[config.mk]
export PLATFORM = sky130hd
export DESIGN_NAME = bus_transmission_mode_detect
export DESIGN_NICKNAME = d
export VERILOG_FILES = /design/src/rtl/bus_transmission_mode_detect.v
export VERILOG_INCLUDE_DIRS = /design/src /design/src/rtl
export SDC_FILE = /design/constraint.sdc
export NUM_CORES = 1
export LEC_CHECK = 0
export BUFFER_PORTS_ARGS = -buffer_cell sky130_fd_sc_hd__clkbuf_2
export CAP_MARGIN = 15
export CORE_ASPECT_RATIO = 0.8
export CORE_MARGIN = 4
export CORE_UTILIZATION = 45
export CTS_CLUSTER_DIAMETER = 120
export CTS_CLUSTER_SIZE = 30
export DETAILED_ROUTE_END_ITERATION = 7
export MAX_ROUTING_LAYER = met4
export PLACE_DENSITY = 0.81
export SYNTH_ARGS = -nofsm -noshare
export SYNTH_HDL_FRONTEND = slang
export SYNTH_SLANG_ARGS = --single-unit
[constraint.sdc]
create_clock -name clk_i -period 1.9 [get_ports clk_i]
set_clock_uncertainty 0.05 [all_clocks]
set_input_delay 0.38 -clock clk_i [delete_from_list [all_inputs] [get_ports clk_i]]
set_output_delay 0.38 -clock clk_i [all_outputs]
set_load 0.03 [all_outputs]
[src/rtl/mode_detect_defs.vh]
`ifndef MODE_DETECT_DEFS_VH
`define MODE_DETECT_DEFS_VH

// Decoded line classes and qualified modes.
`define CLS_SE          2'h0
`define CLS_LVD         2'h1
`define CLS_HVD         2'h2
`define CLS_INDET       2'h3

// Stability time and clock rate.
`define STABLE_TIME_MS  100
`define CLK_HZ          200000000
`define STABLE_CYCLES   (`STABLE_TIME_MS * (`CLK_HZ / 1000))
`define CNT_W           25

// APB register byte addresses.
`define ADDR_STATUS     12'h000
`define ADDR_IRQ_STAT   12'h004
`define ADDR_IRQ_MASK   12'h008
`define ADDR_CTRL       12'h00C

// Interrupt status bits.
`define IRQ_CHANGE      0
`define IRQ_READY       1
`define IRQ_INDET       2
`define IRQ_W           3

// Control bits and reset values.
`define CTRL_TERM_EN    0
`define CTRL_RESET_VAL  1'h1
`define MASK_RESET_VAL  3'h0

`endif
[src/rtl/bus_transmission_mode_detect.v]
`timescale 1ns/10ps
// Notes on behaviour
// - Tell single-ended, low-voltage and high-voltage differential apart.
// - Bands: SE to 0.5V, LVD 0.7 to 1.9V, HVD from 2.4V.
// - Gap levels are indeterminate and never a valid new mode.
// - Drivers stay off until logic has run at least 100 ms.
// - Drivers stay off until mode stable a further 100 ms.
// - Change driver or receiver mode only after 100 ms unbroken new mode.
// - Terminator actively sources the LVD level onto the sense line.
// - Terminator keeps monitoring the sense line while driving it.
// - Terminator picks its mode from the same decoded bands.
// - LVD mode gives differential, SE mode single-ended termination.
// - Ground driver on exactly while qualified mode is single-ended.
// - On HVD, all bus signals except the sense line go high impedance.
// - Ground drivers stay on while powered and decoding single-ended; here on only while the qualified mode is single-ended.
`include "mode_detect_defs.vh"

module bus_transmission_mode_detect
#(
    parameter STABLE_CYCLES = `STABLE_CYCLES
)
(
    // Clock and reset.
    input  wire        clk_i,
    input  wire        reset_i,
    // Comparator outputs on the sense line.
    input  wire        above_0v5_i,
    input  wire        above_0v7_i,
    input  wire        above_1v9_i,
    input  wire        above_2v4_i,
    // APB slave.
    input  wire        psel_i,
    input  wire        penable_i,
    input  wire        pwrite_i,
    input  wire [11:0] paddr_i,
    input  wire [31:0] pwdata_i,
    output wire        pready_o,
    output wire        pslverr_o,
    output reg  [31:0] prdata_o,
    // Sense line LVD source driver.
    output reg         sense_drive_o,
    // Mode outputs and interrupt.
    output reg  [1:0]  mode_o,
    output reg         drivers_hiz_o,
    output reg         term_diff_o,
    output reg         term_se_o,
    output reg         ground_drv_o,
    output reg         mode_change_o,
    output wire        irq_o
);

    // ------------------------------------------------------------------
    // Helper functions
    // ------------------------------------------------------------------
    // Maps the four comparator levels to a line class. Anything that falls
    // between two bands reports indeterminate and never qualifies.
    function [1:0] line_class;
        input a0v5;
        input a0v7;
        input a1v9;
        input a2v4;
        begin
            if (!a0v5)
                line_class = `CLS_SE;
            else if (a0v7 && !a1v9)
                line_class = `CLS_LVD;
            else if (a2v4)
                line_class = `CLS_HVD;
            else
                line_class = `CLS_INDET;
        end
    endfunction

    // True when the bus address selects the given register word.
    function addr_hit;
        input [11:0] addr;
        input [11:0] target;
        begin
            addr_hit = (addr == target);
        end
    endfunction

    // True when the qualified mode equals the given class.
    function mode_is;
        input [1:0] mode;
        input [1:0] target;
        begin
            mode_is = (mode == target);
        end
    endfunction

    // Steps the stability counter by one; it never runs past the limit
    // because every caller first checks the terminal count.
    function [`CNT_W-1:0] count_up;
        input [`CNT_W-1:0] value;
        begin
            count_up = value + {{(`CNT_W-1){1'b0}}, 1'b1};
        end
    endfunction

    // ------------------------------------------------------------------
    // Line decode
    // ------------------------------------------------------------------
    // The decode is purely combinational; the stability timer below is
    // the only filter against chatter on the line.
    reg [1:0] cls;

    always @*
    begin
        cls = line_class(above_0v5_i, above_0v7_i, above_1v9_i, above_2v4_i);
    end

    // ------------------------------------------------------------------
    // Stability timing
    // ------------------------------------------------------------------
    // One counter serves the power-on interval and every candidate; a
    // 100 ms count is far longer than any comparator chatter.
    // After reset the counter first times the power-on interval; only then
    // is a candidate class taken and timed for a second full interval.
    // Limitation: the counter is CNT_W bits wide, so the stable time in
    // clock cycles must stay below two to the power of that width.
    localparam integer      LIMIT_FULL = STABLE_CYCLES - 1;
    localparam [`CNT_W-1:0] LIMIT      = LIMIT_FULL[`CNT_W-1:0];

    reg [`CNT_W-1:0] cnt_reg;
    reg [1:0]        cand_reg;
    reg              power_ok_reg;
    reg              ready_reg;
    reg              term_en_reg;
    reg [`IRQ_W-1:0] irq_stat_reg;
    reg [`IRQ_W-1:0] irq_mask_reg;

    // A candidate qualifies once it has been sampled unbroken for the
    // whole interval; the first one sets ready_reg and the first mode,
    // every later differing one is a mode change.
    wire cnt_done  = (cnt_reg == LIMIT);
    wire cand_hit  = (cls == cand_reg) && (cls != `CLS_INDET);
    wire new_mode  = ready_reg && cand_hit && cnt_done &&
                     (cand_reg != mode_o);
    wire got_ready = power_ok_reg && !ready_reg && cand_hit && cnt_done;
    wire hit_indet = (cls == `CLS_INDET);

    always @(posedge clk_i)
    begin
        if (reset_i)
        begin
            cnt_reg      <= {`CNT_W{1'b0}};
            cand_reg     <= `CLS_INDET;
            power_ok_reg <= 1'b0;
            ready_reg    <= 1'b0;
            mode_o       <= `CLS_INDET;
            mode_change_o <= 1'b0;
        end
        else
        begin
            mode_change_o <= 1'b0;
            if (!power_ok_reg)
            begin
                if (cnt_done)
                begin
                    power_ok_reg <= 1'b1;
                    cnt_reg      <= {`CNT_W{1'b0}};
                    cand_reg     <= cls;
                end
                else
                begin
                    // Power-on interval still running.
                    cnt_reg <= count_up(cnt_reg);
                end
            end
            else if (!cand_hit)
            begin
                cnt_reg  <= {`CNT_W{1'b0}};
                cand_reg <= cls;
            end
            else if (!cnt_done)
            begin
                // Candidate still being timed.
                cnt_reg <= count_up(cnt_reg);
            end
            else if (!ready_reg)
            begin
                ready_reg <= 1'b1;
                mode_o    <= cand_reg;
                mode_change_o <= 1'b1;
            end
            else if (new_mode)
            begin
                mode_o        <= cand_reg;
                mode_change_o <= 1'b1;
            end
        end
    end

    // ------------------------------------------------------------------
    // Mode outputs
    // ------------------------------------------------------------------
    // Next values are formed from the qualified mode only, never from the
    // raw decode, so a glitch on the line cannot reach the bus drivers.
    // One view per class of the qualified mode.
    wire in_se  = mode_is(mode_o, `CLS_SE);
    wire in_lvd = mode_is(mode_o, `CLS_LVD);
    wire in_hvd = mode_is(mode_o, `CLS_HVD);

    // A high-voltage bus releases every driver except the line source, whatever else is set.
    wire drivers_hiz_next = !ready_reg || in_hvd;
    wire term_diff_next   = term_en_reg && ready_reg && in_lvd;
    wire term_se_next     = term_en_reg && ready_reg && in_se;
    wire ground_drv_next  = ready_reg && in_se;
    // The level source stays on whatever the decode says, so sensing
    // goes on while the line is driven.
    wire sense_drive_next = term_en_reg;

    always @(posedge clk_i)
    begin
        if (reset_i)
        begin
            // Drivers come up released and the line source off, so a
            // device in reset never disturbs the bus.
            drivers_hiz_o <= 1'b1;
            term_diff_o   <= 1'b0;
            term_se_o     <= 1'b0;
            ground_drv_o  <= 1'b0;
            sense_drive_o <= 1'b0;
        end
        else
        begin
            drivers_hiz_o <= drivers_hiz_next;
            term_diff_o   <= term_diff_next;
            term_se_o     <= term_se_next;
            ground_drv_o  <= ground_drv_next;
            sense_drive_o <= sense_drive_next;
        end
    end

    // ------------------------------------------------------------------
    // APB registers and interrupt
    // ------------------------------------------------------------------
    // The slave never stretches a transfer: every access completes in the
    // cycle after its setup, so pready is simply tied high.
    wire acc_phase = psel_i && penable_i;
    wire wr_acc    = acc_phase && pwrite_i;
    wire rd_setup  = psel_i && !penable_i && !pwrite_i;

    // Decoded register selects.
    wire sel_status = addr_hit(paddr_i, `ADDR_STATUS);
    wire sel_stat   = addr_hit(paddr_i, `ADDR_IRQ_STAT);
    wire sel_mask   = addr_hit(paddr_i, `ADDR_IRQ_MASK);
    wire sel_ctrl   = addr_hit(paddr_i, `ADDR_CTRL);
    wire known      = sel_status || sel_stat || sel_mask || sel_ctrl;

    // Writes take effect at the access edge; writes to unmapped words
    // are simply dropped.
    wire wr_stat = wr_acc && sel_stat;
    wire wr_mask = wr_acc && sel_mask;
    wire wr_ctrl = wr_acc && sel_ctrl;

    // Event bits: bit 0 a later mode change, bit 1 first qualification,
    // bit 2 an indeterminate decode while a mode is held.
    wire [`IRQ_W-1:0] irq_set = {hit_indet && ready_reg, got_ready,
                                 new_mode};
    // Writing a one clears a bit; writing a zero leaves it alone.
    wire [`IRQ_W-1:0] irq_clr = wr_stat ? pwdata_i[`IRQ_W-1:0] :
                                          {`IRQ_W{1'b0}};

    // Status word; the live line class is included so software can see
    // what the timer is presently working on.
    wire [31:0] status_word = {24'h0, drivers_hiz_o, ground_drv_o,
                               power_ok_reg, ready_reg, cls, mode_o};

    assign pready_o  = 1'b1;
    // Unmapped words answer with an error in the access phase.
    assign pslverr_o = acc_phase && !known;
    // Level output, high while any unmasked event bit is set.
    assign irq_o     = |(irq_stat_reg & irq_mask_reg);

    always @(posedge clk_i)
    begin
        if (reset_i)
        begin
            irq_stat_reg <= {`IRQ_W{1'b0}};
            irq_mask_reg <= `MASK_RESET_VAL;
            term_en_reg  <= `CTRL_RESET_VAL;
        end
        else
        begin
            // A new event wins over a clear in the same cycle.
            irq_stat_reg <= (irq_stat_reg & ~irq_clr) | irq_set;
            if (wr_mask)
            begin
                irq_mask_reg <= pwdata_i[`IRQ_W-1:0];
            end
            // Clearing the enable also drops the line source, which
            // leaves the line level to the other terminators.
            if (wr_ctrl)
            begin
                term_en_reg <= pwdata_i[`CTRL_TERM_EN];
            end
        end
    end

    // Read data are captured in the setup cycle so that they stand
    // through the whole access phase.
    always @(posedge clk_i)
    begin
        if (reset_i)
            prdata_o <= 32'h0;
        else if (rd_setup)
        begin
            case (paddr_i)
                `ADDR_STATUS:
                begin
                    prdata_o <= status_word;
                end
                `ADDR_IRQ_STAT:
                begin
                    prdata_o <= {29'h0, irq_stat_reg};
                end
                `ADDR_IRQ_MASK:
                begin
                    prdata_o <= {29'h0, irq_mask_reg};
                end
                `ADDR_CTRL:
                begin
                    prdata_o <= {31'h0, term_en_reg};
                end
                default:
                begin
                    // Unmapped words read as zero.
                    prdata_o <= 32'h0;
                end
            endcase
        end
    end

endmodule // bus_transmission_mode_detect

# Yosys cells after proc, flatten, opt, wreduce, memory -nomap -nowiden
# Cells that the tools add are included.
[word_totals]
register_bits = 76
elab_cells = 92
[op_classes]
n_addsub = 1
n_eq_ne = 13
n_mux = 18
bitwise = 7
reduce_logical = 38
[ops]
columns = ["op", "count"]
rows = [
  ["$mux W25", 4],
  ["$pmux W8 S4", 1],
  ["$add A25 B1 Y25 const B", 1],
  ["$eq A25 B25 Y1 const B", 1],
  ["$eq A12 B4 Y1 const B", 2],
  ["$logic_and A1 B1 Y1", 21],
  ["$mux W2", 7],
  ["$eq A12 B3 Y1 const B", 1],
  ["$logic_not A12 Y1", 1],
  ["$and A3 B3 Y3", 2],
  ["$logic_not A1 Y1", 5],
  ["$mux W1", 5],
  ["$eq A2 B2 Y1 const B", 2],
  ["$logic_or A1 B1 Y1", 4],
  ["$ne A2 B2 Y1 const B", 2],
  ["$reduce_and A4 Y1", 1],
  ["$reduce_or A4 Y1", 1],
  ["$mux W3", 1],
  ["$ne A3 B3 Y1 const B", 1],
  ["$not A1 Y1", 3],
  ["$not A3 Y3", 1],
  ["$or A3 B3 Y3", 1],
  ["$reduce_and A3 Y1", 1],
  ["$reduce_or A3 Y1", 1],
  ["other kinds (7)", 7],
]

# Depth between registers and ports, before layout
# Gate-level depths: netlist of the first run.
[logic_depth]
ltp_word = 11
ltp_mapped = 7

# Worst setup path after synthesis of the first run
# OpenSTA, ideal clock, no wires.
[synth_timing]
kind = "input-to-reg"
start = "in above_0v7_i"
end = "reg cnt_reg[1]"
setup_time_ns = 0.127
arrival_time_ns = 1.779
t_required_ns = 1.723
path_slack_ns = -0.055
stages = 6
path_cell_list = "nor2b_1 > or4_4 > a2111oi_4 > buf_6 > nor2b_1 > nor3_1"
[synth_between]
elab_chain_len = 7
word_cells_on_any_way = 9
[synth_lines]
columns = ["item", "line_no", "text"]
rows = [
  ["from (decl)", "bus_transmission_mode_detect.v:28", "input wire above_0v7_i,"],
  ["$logic_and A1 B1 Y1 *", "bus_transmission_mode_detect.v:65", "else if (a0v7 && !a1v9)"],
  ["$mux W2 *", "bus_transmission_mode_detect.v:65", ""],
  ["$mux W2 *", "bus_transmission_mode_detect.v:63", "if (!a0v5)"],
  ["$eq A2 B2 Y1 or $ne A2 B2 Y1 (tied branches)", "--", ""],
  ["$logic_and A1 B1 Y1 *", "bus_transmission_mode_detect.v:137", "wire cand_hit = (cls == cand_reg) && (cls != `CLS_INDET);"],
  ["$mux W25", "bus_transmission_mode_detect.v:171", "else if (!cand_hit)"],
  ["$mux W25", "bus_transmission_mode_detect.v:157", "if (!power_ok_reg)"],
  ["to (signal assigned)", "bus_transmission_mode_detect.v:162", "cnt_reg <= {`CNT_W{1'b0}};"],
  ["to (signal assigned)", "bus_transmission_mode_detect.v:173", "cnt_reg <= {`CNT_W{1'b0}};"],
  ["to (signal assigned)", "bus_transmission_mode_detect.v:179", "cnt_reg <= count_up(cnt_reg);"],
  ["to (decl)", "bus_transmission_mode_detect.v:125", "reg [`CNT_W-1:0] cnt_reg;"],
]
# Mark *: on every way between the ends. The rest lies on a longest branch, timed or not.
# A chain may end at the register's enable or synchronous reset.

# Worst setup path in the final report of the first run
[layout_timing]
start = "reg cand_reg[0]"
end = "reg cnt_reg[3]"
[layout_between]
elab_chain_len = 4
word_cells_on_any_way = 5
[layout_lines]
columns = ["item", "line_no", "text"]
rows = [
  ["from (decl)", "bus_transmission_mode_detect.v:126", "reg [1:0] cand_reg;"],
  ["from (signal assigned)", "bus_transmission_mode_detect.v:148", "cand_reg <= `CLS_INDET;"],
  ["from (signal assigned)", "bus_transmission_mode_detect.v:163", "cand_reg <= cls;"],
  ["from (signal assigned)", "bus_transmission_mode_detect.v:174", "cand_reg <= cls;"],
  ["$eq A2 B2 Y1 *", "bus_transmission_mode_detect.v:137", ""],
  ["$logic_and A1 B1 Y1 *", "bus_transmission_mode_detect.v:137", ""],
  ["$mux W25", "bus_transmission_mode_detect.v:171", ""],
  ["$mux W25", "bus_transmission_mode_detect.v:157", ""],
]
# Marks and branches as above.

==> results.py, run 1 <==
metrics = {
    "route": {
        "via_count": 2469,
        "wire_per_inst_um": 14.5,
        "drt_first_iter_violations": 164,
        "dr.pass1.iters": 4,
        "routed_wirelength_mm": 6.72,
        "drt-vias-per-instance": 5.33,
        "post-route-drc-count": 0,
        "antenna_left": 0,
    },
    "yosys": {
        "synthesis.area_um2": 2620,
        "ys.flop_type": "sky130_fd_sc_hd__dfxtp_1",
        "synthesis.instances": 307,
        "ys_top_cells_by_area": "sky130_fd_sc_hd__dfxtp_1, sky130_fd_sc_hd__buf_4, sky130_fd_sc_hd__nor2_1, sky130_fd_sc_hd__xor2_1, sky130_fd_sc_hd__a21oi_1",
        "synth_sequential_area_ratio_pct": 39.8,
        "synth.largest_area_cell": "sky130_fd_sc_hd__dfxtp_1",
        "post_synth_edffs": 0,
        "synth_top_area_share_pct": 39.8,
        "synth-async-reset-ratio_pct": 0,
        "yosys_register_bits": 52,
        "synth_warnings": 0,
        "syn_area_per_cell_um2": 8.52,
        "synth_cell_types": 51,
    },
    "timing": {
        "grt_setup_unrepaired": "true",
        "worst_hold_slack_after_final_layout_ns": 0.280,
        "finalHoldViolCount": 0,
        "timing.final.crit_share_pct": 104,
        "timing.final.setup_violations": 9,
        "fin_crit_ns": 1.97,
        "maxSlewViolCount": 0,
        "finalWorstSetupSlack_ns": -0.0712,
        "fmax_mhz": 507,
    },
    "finish": {
        "multiInputGateArea_um2": 1520,
        "sequential_cell_area_um2": 1050,
        "final_cell_mix": "sky130_fd_sc_hd__dfxtp_1, sky130_fd_sc_hd__clkbuf_2, sky130_fd_sc_hd__nor2_1, sky130_fd_sc_hd__buf_4, sky130_fd_sc_hd__conb_1",
        "most_common_cell_after_layout_fill_and_taps_aside": "sky130_fd_sc_hd__dfxtp_1",
        "largest_register_ffs": 25,
        "synthToLayoutAreaGrowth_pct": 26.8,
        "share_of_layout_cells_above_drive_strength_1_pct": 32.2,
        "layout.core_utilization_pct": 60.0,
        "num-fill-cells": 486,
        "layout.nets": 438,
        "antenna_cells_inserted": 0,
    },
    "cts": {
        "clock_tree.htree_level_count": 2,
        "cts_tree": "yes",
        "cts.sink_count": 52,
        "clk_transition_reported_paths_ns": 0.10,
        "clk_path_buf_depth": 2,
        "cts_root_buffer_type": "sky130_fd_sc_hd__clkbuf_8",
        "worst_skew_pair.late_latency_ns": 0.31,
        "number_of_hold_buffers_added_after_cts": 0,
        "cts_inserted_buffers": 5,
    },
    "global_routing": {
        "grtUsageTotal_pct": 18.0,
        "maximum_number_of_pins_on_one_net_before_global_route_repair": 19,
        "grt_pass1_wl_mm": 10.3,
        "antenna_found_initial": 0,
        "globalRoute.totalOverflow": 0,
        "grt_pass1_vias": 2254,
    },
    "place": {
        "place.detailed.hpwl_mm": 4.71,
        "gp_routability_congestion": 0.928,
        "place.port_buffers": 41,
    },
    "power": {
        "power.total_mw": 1.96,
        "power.ir.vdd_worst_mv": 0.270,
        "pwr_density_cell_nw_per_um2": 590,
        "power.static_leakage_nw": 1.40,
    },
    "flow_run": {
        "max-cap-violations": 0,
    },
    "die": {
        "top_ports": 96,
        "die_h_um": 76.2,
        "floorplan.initialDensity_pct": 47.3,
        "floorplan.die_area_um2": 7100,
        "die_w_um": 93.2,
        "core.rowCount": 24,
        "design.core.area_um2": 5530,
    },
    "status": {
        "status": "finished with violations",
        "violations": "negative setup slack",
    },
    "worst_setup_path": {
        "crit_path_end_kind": "register",
        "timing.critical_path.required_ns": 2.06,
        "criticalPathCategory": "register to register",
        "critical_path_arrival_ns": 2.13,
        "worstSetupStartpointType": "register",
        "timing.critical_path.fanout_max": 8,
    },
    "worst_hold_path": {
        "hold_class": "input pin to register",
    },
}
-- worst paths after layout --
path | startpoint | to | slack [ns] | cells past startpoint
worst max-delay path | cand_reg[0] | cnt_reg[3] | -0.07 | 7
worst min-delay path | pwdata_i[2] | irq_mask_reg[2] | 0.28 | 3
worst max register to register | cand_reg[0] | cnt_reg[3] | -0.07 | 7
worst min register to register | prdata_o[1] | prdata_o[1] | 0.41 | 2
-- power breakdown --
group | leakage [nW] | internal, mW | switching, mW
logic | 0.933 | 0.0620 | 0.141
clock network | 0.0452 | 0.269 | 0.385
registers | 0.420 | 1.10 | 0.00331
total | 1.40 | 1.43 | 0.529
-- repair_timing --
action | CTS | global route
hold endpoints to repair | 0 | 0
pin swaps | 1 | 8
buffers inserted | 0 | 4
gates resized for setup | 1 | 21
cloned | 0 | 1
setup endpoints to repair | 3 | 27
-- cells by family (layout without fill, tap and decap cells) --
| kind of cell | after synthesis | after routing | share of synthesized area (%) |
|---|---|---|---|
| AND/OR/NAND/NOR | 135 | 135 | 27.2 |
| flip-flops | 52 | 52 | 39.8 |
| AO/OA/AOI/OAI | 49 | 49 | 12.6 |
| buffers and inverters | 42 | 97 | 10.0 |
| XOR/XNOR | 18 | 18 | 6.03 |
| multiplexers | 8 | 8 | 3.54 |
| other | 2 | 25 | 0.287 |
| adder cells (fa/ha/maj) | 1 | 1 | 0.478 |
-- final cells by class --
class,instances,share of cell area [%]
flip-flops and latches,52,31.5
inverters,9,1.02
clock buffers,5,2.08
clock inverters,3,0.755
repair buffers,80,15.9
well taps,78,2.94
multi-input cells,236,45.7
-- critical path, stage by stage (launching register included) --
cell and delay, ns:
sky130_fd_sc_hd__dfxtp_2 0.35, sky130_fd_sc_hd__or3_4 0.38, sky130_fd_sc_hd__o31a_1 0.18, sky130_fd_sc_hd__a2111oi_4 0.37, sky130_fd_sc_hd__buf_4 0.20, sky130_fd_sc_hd__clkbuf_16 0.16, sky130_fd_sc_hd__or3_1 0.12, sky130_fd_sc_hd__a21oi_1 0.07
-- per-stage QoR --
step	instance area, um2	setup TNS [ns]	setup slack [ns]	instances
5_1_grt	3320	-0.876	-0.133	463
2_1_floorplan	2720	-0.0278	-0.0278	330
3_3_place_gp	3070	-1.40	-0.107	450
3_5_place_dp	3070	-1.88	-0.139	450
4_1_cts	3170	0	0.0256	458
6_report	3320	-0.262	-0.0712	463
-- synthesized netlist by cell type, drive strengths merged (5+ instances only) --
cell type,number
dfxtp,52
nor2,37
buf,28
nand2,21
a21oi,17
nand3,16
xor2,14
o21ai,12
nor4,9
or3,9
inv,8
and3,7
mux2i,7
nand4,7
nor3,6
clkbuf,5
-- layer usage --
layer / global-route usage, % / part of all wire [%]
met1: 23.7 / 45
met2: 27.4 / 46
met3: 3.55 / 7.0
met4: 6.73 / 1.8
met5: - / 0
Power figures use the tool's default switching activity.
==> inputs of run 2 (changes only) <==
--- a/config.mk
+++ b/config.mk
@@ -14,7 +14,6 @@
 export CTS_CLUSTER_DIAMETER = 120
 export CTS_CLUSTER_SIZE = 30
 export DETAILED_ROUTE_END_ITERATION = 7
-export MAX_ROUTING_LAYER = met4
 export PLACE_DENSITY = 0.81
 export SYNTH_ARGS = -nofsm -noshare
 export SYNTH_HDL_FRONTEND = slang
==> run 2 against run 1 <==
Against the previous run: the flow still finishes with violations (negative setup slack); flip-flop and latch count is the same; core utilization is essentially flat; power is essentially flat; first-iteration DRC count grew 13%; cell area is essentially flat; register-to-register slack is essentially flat; clock-buffer cell count is the same; non-clock buffer count is the same; critical endpoint unchanged.
==> results.py, run 2 (synthesis results as in run 1) <==
metrics = {
    "finish": {
        "largest_register_ffs": 25,
        "share_of_layout_cells_above_drive_strength_1_pct": 31.9,
        "stdcell_area_um2": 3310,
        "synthToLayoutAreaGrowth_pct": 26.7,
        "most_common_cell_after_layout_fill_and_taps_aside": "sky130_fd_sc_hd__dfxtp_1",
        "num-fill-cells": 486,
        "layout.core_utilization_pct": 60.0,
        "layout.nets": 438,
        "finish.cell_count_without_fillers": 463,
        "antenna_cells_inserted": 0,
        "final_cell_mix": "sky130_fd_sc_hd__dfxtp_1, sky130_fd_sc_hd__clkbuf_2, sky130_fd_sc_hd__nor2_1, sky130_fd_sc_hd__buf_4, sky130_fd_sc_hd__conb_1",
    },
    "worst_setup_path": {
        "worstSetupStartpointType": "register",
        "crit_path_end_kind": "register",
        "ff2ff_path_depth": 7,
        "timing.critical_path.fanout_max": 8,
        "worst-r2r-setup-slack_ns": -0.08,
        "timing.critical_path.required_ns": 2.06,
        "criticalPathCategory": "register to register",
        "critPathSlowestCell": "sky130_fd_sc_hd__or3_4",
        "critical_path.max_stage_delay_ns": 0.38,
        "timing.critical_path.cells": "or3_4 > o31a_1 > a2111oi_4 > buf_4 > clkbuf_16 > or3_1 > a21oi_1",
        "critical_path_arrival_ns": 2.14,
    },
    "timing": {
        "finalWorstSetupSlack_ns": -0.0765,
        "timing.final.crit_share_pct": 104,
        "fin_tns_setup_ns": -0.271,
        "timing.final.setup_violations": 9,
        "fin_crit_ns": 1.98,
        "maxSlewViolCount": 0,
        "worst_hold_slack_after_final_layout_ns": 0.279,
        "grt_setup_unrepaired": "true",
        "finalHoldViolCount": 0,
        "fmax_mhz": 506,
    },
    "power": {
        "switching_power_uw": 531,
        "p_int_mw": 1.43,
        "power.share.combinational_pct": 10.4,
        "pwr_density_cell_nw_per_um2": 591,
        "power.ir.vdd_worst_mv": 0.271,
        "power.total_mw": 1.96,
        "power.static_leakage_nw": 1.40,
        "clkPwrFrac_pct": 33.4,
        "seqPwrFrac_pct": 56.1,
        "switching_share_pct": 27.1,
    },
    "die": {
        "design.core.area_um2": 5530,
        "top_ports": 96,
        "die_h_um": 76.2,
        "floorplan.initialDensity_pct": 47.3,
        "die_w_um": 93.2,
        "floorplan.die_area_um2": 7100,
        "core.rowCount": 24,
    },
    "cts": {
        "cts_inserted_buffers": 5,
        "worst_skew_pair.late_latency_ns": 0.31,
        "cts.sink_count": 52,
        "number_of_hold_buffers_added_after_cts": 0,
        "clk_path_buf_depth": 2,
        "cts_tree": "yes",
        "clk_transition_reported_paths_ns": 0.10,
        "clock_tree.htree_level_count": 2,
        "cts_root_buffer_type": "sky130_fd_sc_hd__clkbuf_8",
    },
    "global_routing": {
        "maximum_number_of_pins_on_one_net_before_global_route_repair": 19,
        "grtUsageTotal_pct": 17.6,
        "gr-usage-met1_pct": 23.6,
        "antenna_found_initial": 0,
        "grt_util_met2_pct": 27.4,
        "grt_pass1_vias": 2252,
        "globalRouteMet3Util_pct": 3.75,
        "globalRoute.totalOverflow": 0,
        "grt_pass1_wl_mm": 10.3,
        "layer_with_the_highest_usage_after_global_routing": "met2",
    },
    "place": {
        "place.detailed.hpwl_mm": 4.71,
        "preCtsSetupSlack_ns": -0.139,
        "place.port_buffers": 41,
        "postPlaceCellArea_um2": 3070,
        "gp_routability_congestion": 0.912,
        "placedCellCount": 450,
    },
    "status": {
        "status": "finished with violations",
        "violations": "negative setup slack",
    },
    "route": {
        "drt-vias-per-instance": 5.38,
        "antenna_left": 0,
        "post-route-drc-count": 0,
        "drt_first_iter_violations": 186,
        "routed_wirelength_mm": 6.73,
        "wire_per_inst_um": 14.5,
        "via_count": 2489,
        "dr.pass1.iters": 4,
    },
    "worst_hold_path": {
        "hold_class": "input pin to register",
        "holdPathStages": 3,
    },
    "flow_run": {
        "max-cap-violations": 0,
    },
}
-- run 2: changes by cell type in the layout (fill, tap and decap cells not counted) --
cell	change
sky130_fd_sc_hd__dfxtp_1	+1
sky130_fd_sc_hd__dfxtp_2	-1
-- run 2: routing by layer --
metal / routed length [um] / vias to the layer above
li1: - / 1207
met1: 2940 / 1162
met2: 3160 / 105
met3: 518 / 15
met4: 123 / 0
met5: 0 / -
-- run 2: what timing repair did --
action	in CTS	in global routing
endpoints found under the setup margin	3	27
resized for setup	1	20
gates cloned	0	1
buffers inserted	0	4
endpoints found under the hold margin	0	0
pin swaps	1	8
-- run 2: cell type report --
type,count,area [um2],share of cell area (%)
multi-input cells,236,1520,45.8
flip-flops and latches,52,1040,31.5
repair buffers,80,528,15.9
well taps,78,97.6,2.94
clock buffers,5,68.8,2.08
inverters,9,33.8,1.02
clock inverters,3,25.0,0.755
-- run 2: critical path: cells and delay by family (launching register included) --
family          cells  cell delay [ns]
buf+inv             2             0.36
flops               1             0.35
simple gates        2             0.50
compound gates      3             0.62
-- run 2: power by group through the flow --
| stage | registers, mW | logic (mW) | clock network [mW] |
|---|---|---|---|
| floorplan | 1.13 | 0.160 | 0 |
| global placement | 1.12 | 0.193 | 0 |
| detailed placement | 1.12 | 0.196 | 0 |
| CTS | 1.10 | 0.197 | 0.665 |
| global route | 1.10 | 0.220 | 0.716 |
| finish | 1.10 | 0.204 | 0.655 |
-- run 2: worst paths after layout --
check,start,to
min,pwdata_i[2],irq_mask_reg[2]
max,cand_reg[0],cnt_reg[3]
min reg2reg,prdata_o[1],prdata_o[1]
max reg2reg,cand_reg[0],cnt_reg[3]
==> inputs of run 3 (changes only) <==
--- a/config.mk
+++ b/config.mk
@@ -6,12 +6,13 @@
 export SDC_FILE = /design/constraint.sdc
 export NUM_CORES = 1
 export LEC_CHECK = 0
+export ABC_AREA = 1
 export BUFFER_PORTS_ARGS = -buffer_cell sky130_fd_sc_hd__clkbuf_2
 export CAP_MARGIN = 15
 export CORE_ASPECT_RATIO = 0.8
 export CORE_MARGIN = 4
-export CORE_UTILIZATION = 45
-export CTS_CLUSTER_DIAMETER = 120
+export CORE_UTILIZATION = 47
+export CTS_CLUSTER_DIAMETER = 200
 export CTS_CLUSTER_SIZE = 30
 export DETAILED_ROUTE_END_ITERATION = 7
 export PLACE_DENSITY = 0.81
==> run 3 against run 2 <==
Against the previous run: synthesized cell count is 59% higher; sequential share of layout area fell by 2.0 points; the run now ends clean; clock power is 5.0% higher; final cell count is 34% higher; combinational power up 2%; area after synthesis up 22%; first-iteration DRC count up 7.0%; global-route usage grew 2.0 points; critical path depth rose by 3; worst hold slack improved by 0.0043 ns; die area is 15% higher.
==> results.py, run 3 <==
metrics = {
    "cts": {
        "cts_root_buffer_type": "sky130_fd_sc_hd__clkbuf_8",
        "clock_tree.htree_level_count": 2,
        "cts_tree": "yes",
        "clk_path_buf_depth": 2,
        "cts_inserted_buffers": 5,
        "clk_transition_reported_paths_ns": 0.11,
        "cts.sink_count": 52,
        "worst_skew_pair.late_latency_ns": 0.32,
    },
    "power": {
        "power.static_leakage_nw": 1.64,
        "power.ir.vdd_worst_mv": 0.321,
        "power.total_mw": 2.01,
        "pwr_density_cell_nw_per_um2": 569,
    },
    "worst_hold_path": {
        "hp-start": "pwdata_i[2]",
        "hold_class": "input pin to register",
        "holdPathStages": 4,
        "min_delay_worst_endpoint": "irq_stat_reg[2]",
    },
    "global_routing": {
        "layer_with_the_highest_usage_after_global_routing": "met2",
        "grt_util_met2_pct": 31.4,
        "grtUsageTotal_pct": 19.6,
        "grt_pass1_vias": 2805,
        "maximum_number_of_pins_on_one_net_before_global_route_repair": 20,
        "globalRoute.totalOverflow": 0,
        "antenna_found_initial": 0,
        "gr-usage-met1_pct": 26.5,
        "grt_pass1_wl_mm": 12.9,
        "globalRouteMet3Util_pct": 3.23,
    },
    "worst_setup_path": {
        "timing.critical_path.fanout_max": 10,
        "worst-r2r-setup-slack_ns": 0.14,
        "ff2ff_path_depth": 10,
        "criticalPathCategory": "register to register",
        "timing.critical_path.required_ns": 2.05,
        "critical_path_arrival_ns": 1.91,
        "worstReg2RegEnd": "cand_reg[1]",
        "crit_path_end_kind": "register",
        "worstSetupStartpointType": "register",
        "r2r-start": "cnt_reg[1]",
    },
    "finish": {
        "share_of_layout_cells_above_drive_strength_1_pct": 16.0,
        "layout.nets": 589,
        "num-fill-cells": 625,
        "final_cell_mix": "sky130_fd_sc_hd__nand2_1, sky130_fd_sc_hd__nor2_1, sky130_fd_sc_hd__nand3_1",
        "most_common_cell_after_layout_fill_and_taps_aside": "sky130_fd_sc_hd__nand2_1",
        "largest_register_ffs": 25,
        "synthToLayoutAreaGrowth_pct": 10.6,
        "antenna_cells_inserted": 0,
    },
    "yosys": {
        "synth.largest_area_cell": "sky130_fd_sc_hd__dfxtp_1",
        "ys.flop_type": "sky130_fd_sc_hd__dfxtp_1",
        "synth_top_area_share_pct": 32.7,
        "synthesis.area_um2": 3190,
        "syn_area_per_cell_um2": 6.53,
        "post_synth_most_frequent_cells": "sky130_fd_sc_hd__nand2_1, sky130_fd_sc_hd__nor2_1, sky130_fd_sc_hd__nand3_1",
        "yosys_register_bits": 52,
        "synth_warnings": 0,
        "synth_sequential_area_ratio_pct": 32.7,
        "post_synth_edffs": 0,
        "yosys.cell_count.top_type": "sky130_fd_sc_hd__nand2_1",
        "synth_cell_types": 35,
        "ys_top_cells_by_area": "sky130_fd_sc_hd__dfxtp_1, sky130_fd_sc_hd__nand2_1, sky130_fd_sc_hd__nand3_1, sky130_fd_sc_hd__nor2_1, sky130_fd_sc_hd__inv_1",
        "synthesis.instances": 488,
        "synth-async-reset-ratio_pct": 0,
    },
    "route": {
        "post-route-drc-count": 0,
        "drt_first_iter_violations": 199,
        "dr.pass1.iters": 4,
        "via_count": 3167,
        "drt-vias-per-instance": 5.11,
        "wire_per_inst_um": 12.6,
        "routed_wirelength_mm": 7.82,
        "antenna_left": 0,
    },
    "flow_run": {
        "max-cap-violations": 0,
    },
    "die": {
        "design.core.area_um2": 6470,
        "top_ports": 96,
        "die_w_um": 100,
        "core.rowCount": 26,
        "die_h_um": 81.6,
        "floorplan.initialDensity_pct": 49.2,
        "floorplan.die_area_um2": 8170,
    },
    "place": {
        "gp_routability_congestion": 0.930,
        "place.detailed.hpwl_mm": 6.15,
        "place.port_buffers": 41,
    },
    "timing": {
        "fin_tns_setup_ns": 0,
        "fmax_mhz": 567,
        "timing.final.setup_violations": 0,
        "finalHoldViolCount": 0,
        "maxSlewViolCount": 0,
        "grt_setup_unrepaired": "false",
        "timing.final.crit_share_pct": 92.9,
        "fin_crit_ns": 1.76,
    },
    "status": {
        "status": "finished, final reports clean",
    },
}
## run 3: changes by cell type after synthesis, sizes merged, moves of 4 or more
cell,before,now
nor2b,4,0
nor4b,4,0
nor2,37,81
or3,9,0
nor4,9,2
a22oi,4,0
inv,8,59
and3,7,1
nor3,6,12
mux2i,7,0
xor2,14,7
nand3,16,70
nand2,21,110
## run 3: metal layers
layer  up-vias  share of wire (%)
met3         8                7.2
li1       1598                  -
met4         0                1.7
met5         -                  0
met1      1438                 47
met2       123                 44
## run 3: critical path, cell delays in order, from the launching register on
cell and delay (ns):
sky130_fd_sc_hd__dfxtp_1 0.39, sky130_fd_sc_hd__ha_1 0.20, sky130_fd_sc_hd__nand2_1 0.11, sky130_fd_sc_hd__nor2_2 0.15, sky130_fd_sc_hd__nand2_2 0.10, sky130_fd_sc_hd__clkinv_2 0.10, sky130_fd_sc_hd__nand3_4 0.13, sky130_fd_sc_hd__nand2_4 0.11
sky130_fd_sc_hd__nand2_4 0.13, sky130_fd_sc_hd__nand2_1 0.08, sky130_fd_sc_hd__nand3_1 0.07
## run 3: logic make-up (layout without fill, tap and decap cells)
family	Yosys count	count (layout)	synth area share [%]
AOI/OAI and AO/OA	39	39	6.64
xor gates and xnor gates	12	12	3.30
adders and majority gates	1	1	0.393
buffers and inverters	96	121	14.7
DFF	52	52	32.7
other	2	25	0.236
and+or+nand+nor	286	286	42.0
## run 3: area by class of cell
class	count	area (um2)	share of cell area [%]
sequential	52	1040	29.5
clock buffer	5	68.8	1.95
clock inverter	3	27.5	0.781
tap	84	105	2.98
timing repair buffer	51	280	7.95
inverter	62	234	6.64
multi-input combinational	363	1770	50.1
## run 3: worst max-delay path by stage
stage / slack [ns] / to / cells after the start / startpoint
global route: 0.009 / cnt_reg[16] / 10 / cnt_reg[0]
detailed placement: 0.12 / cnt_reg[20] / 10 / cnt_reg[0]
floorplan: 0.33 / pslverr_o / 6 / paddr_i[11]
CTS: 0.08 / cnt_reg[20] / 10 / cnt_reg[0]
finish: 0.14 / cand_reg[1] / 10 / cnt_reg[1]
global placement: 0.20 / irq_mask_reg[0] / 7 / paddr_i[0]
## run 3: power by group
| group | internal [mW] | switching, mW |
|---|---|---|
| sequential | 1.10 | 0.00852 |
| clock | 0.271 | 0.416 |
| combinational | 0.0515 | 0.156 |
## run 3: timing repair
item,4_1_cts,5_1_grt
gates resized for setup,0,1
setup buffers,0,1
setup endpoints to repair,0,3
hold buffers,0,0
## run 3: through the flow
stage / util, % / std cells / instance area [um2] / worst slack [ns] / hold WS [ns]
after floorplan: - / 511 / 3270 / 0.327 / 0.387
after global placement: 52.7 / 611 / 3410 / 0.198 / 0.399
after detailed placement: 52.7 / 611 / 3410 / 0.123 / 0.410
after CTS: 54.2 / 619 / 3510 / 0.0827 / 0.278
after global routing: 54.4 / 620 / 3520 / 0.00865 / 0.289
final: 54.4 / 620 / 3520 / 0.136 / 0.284
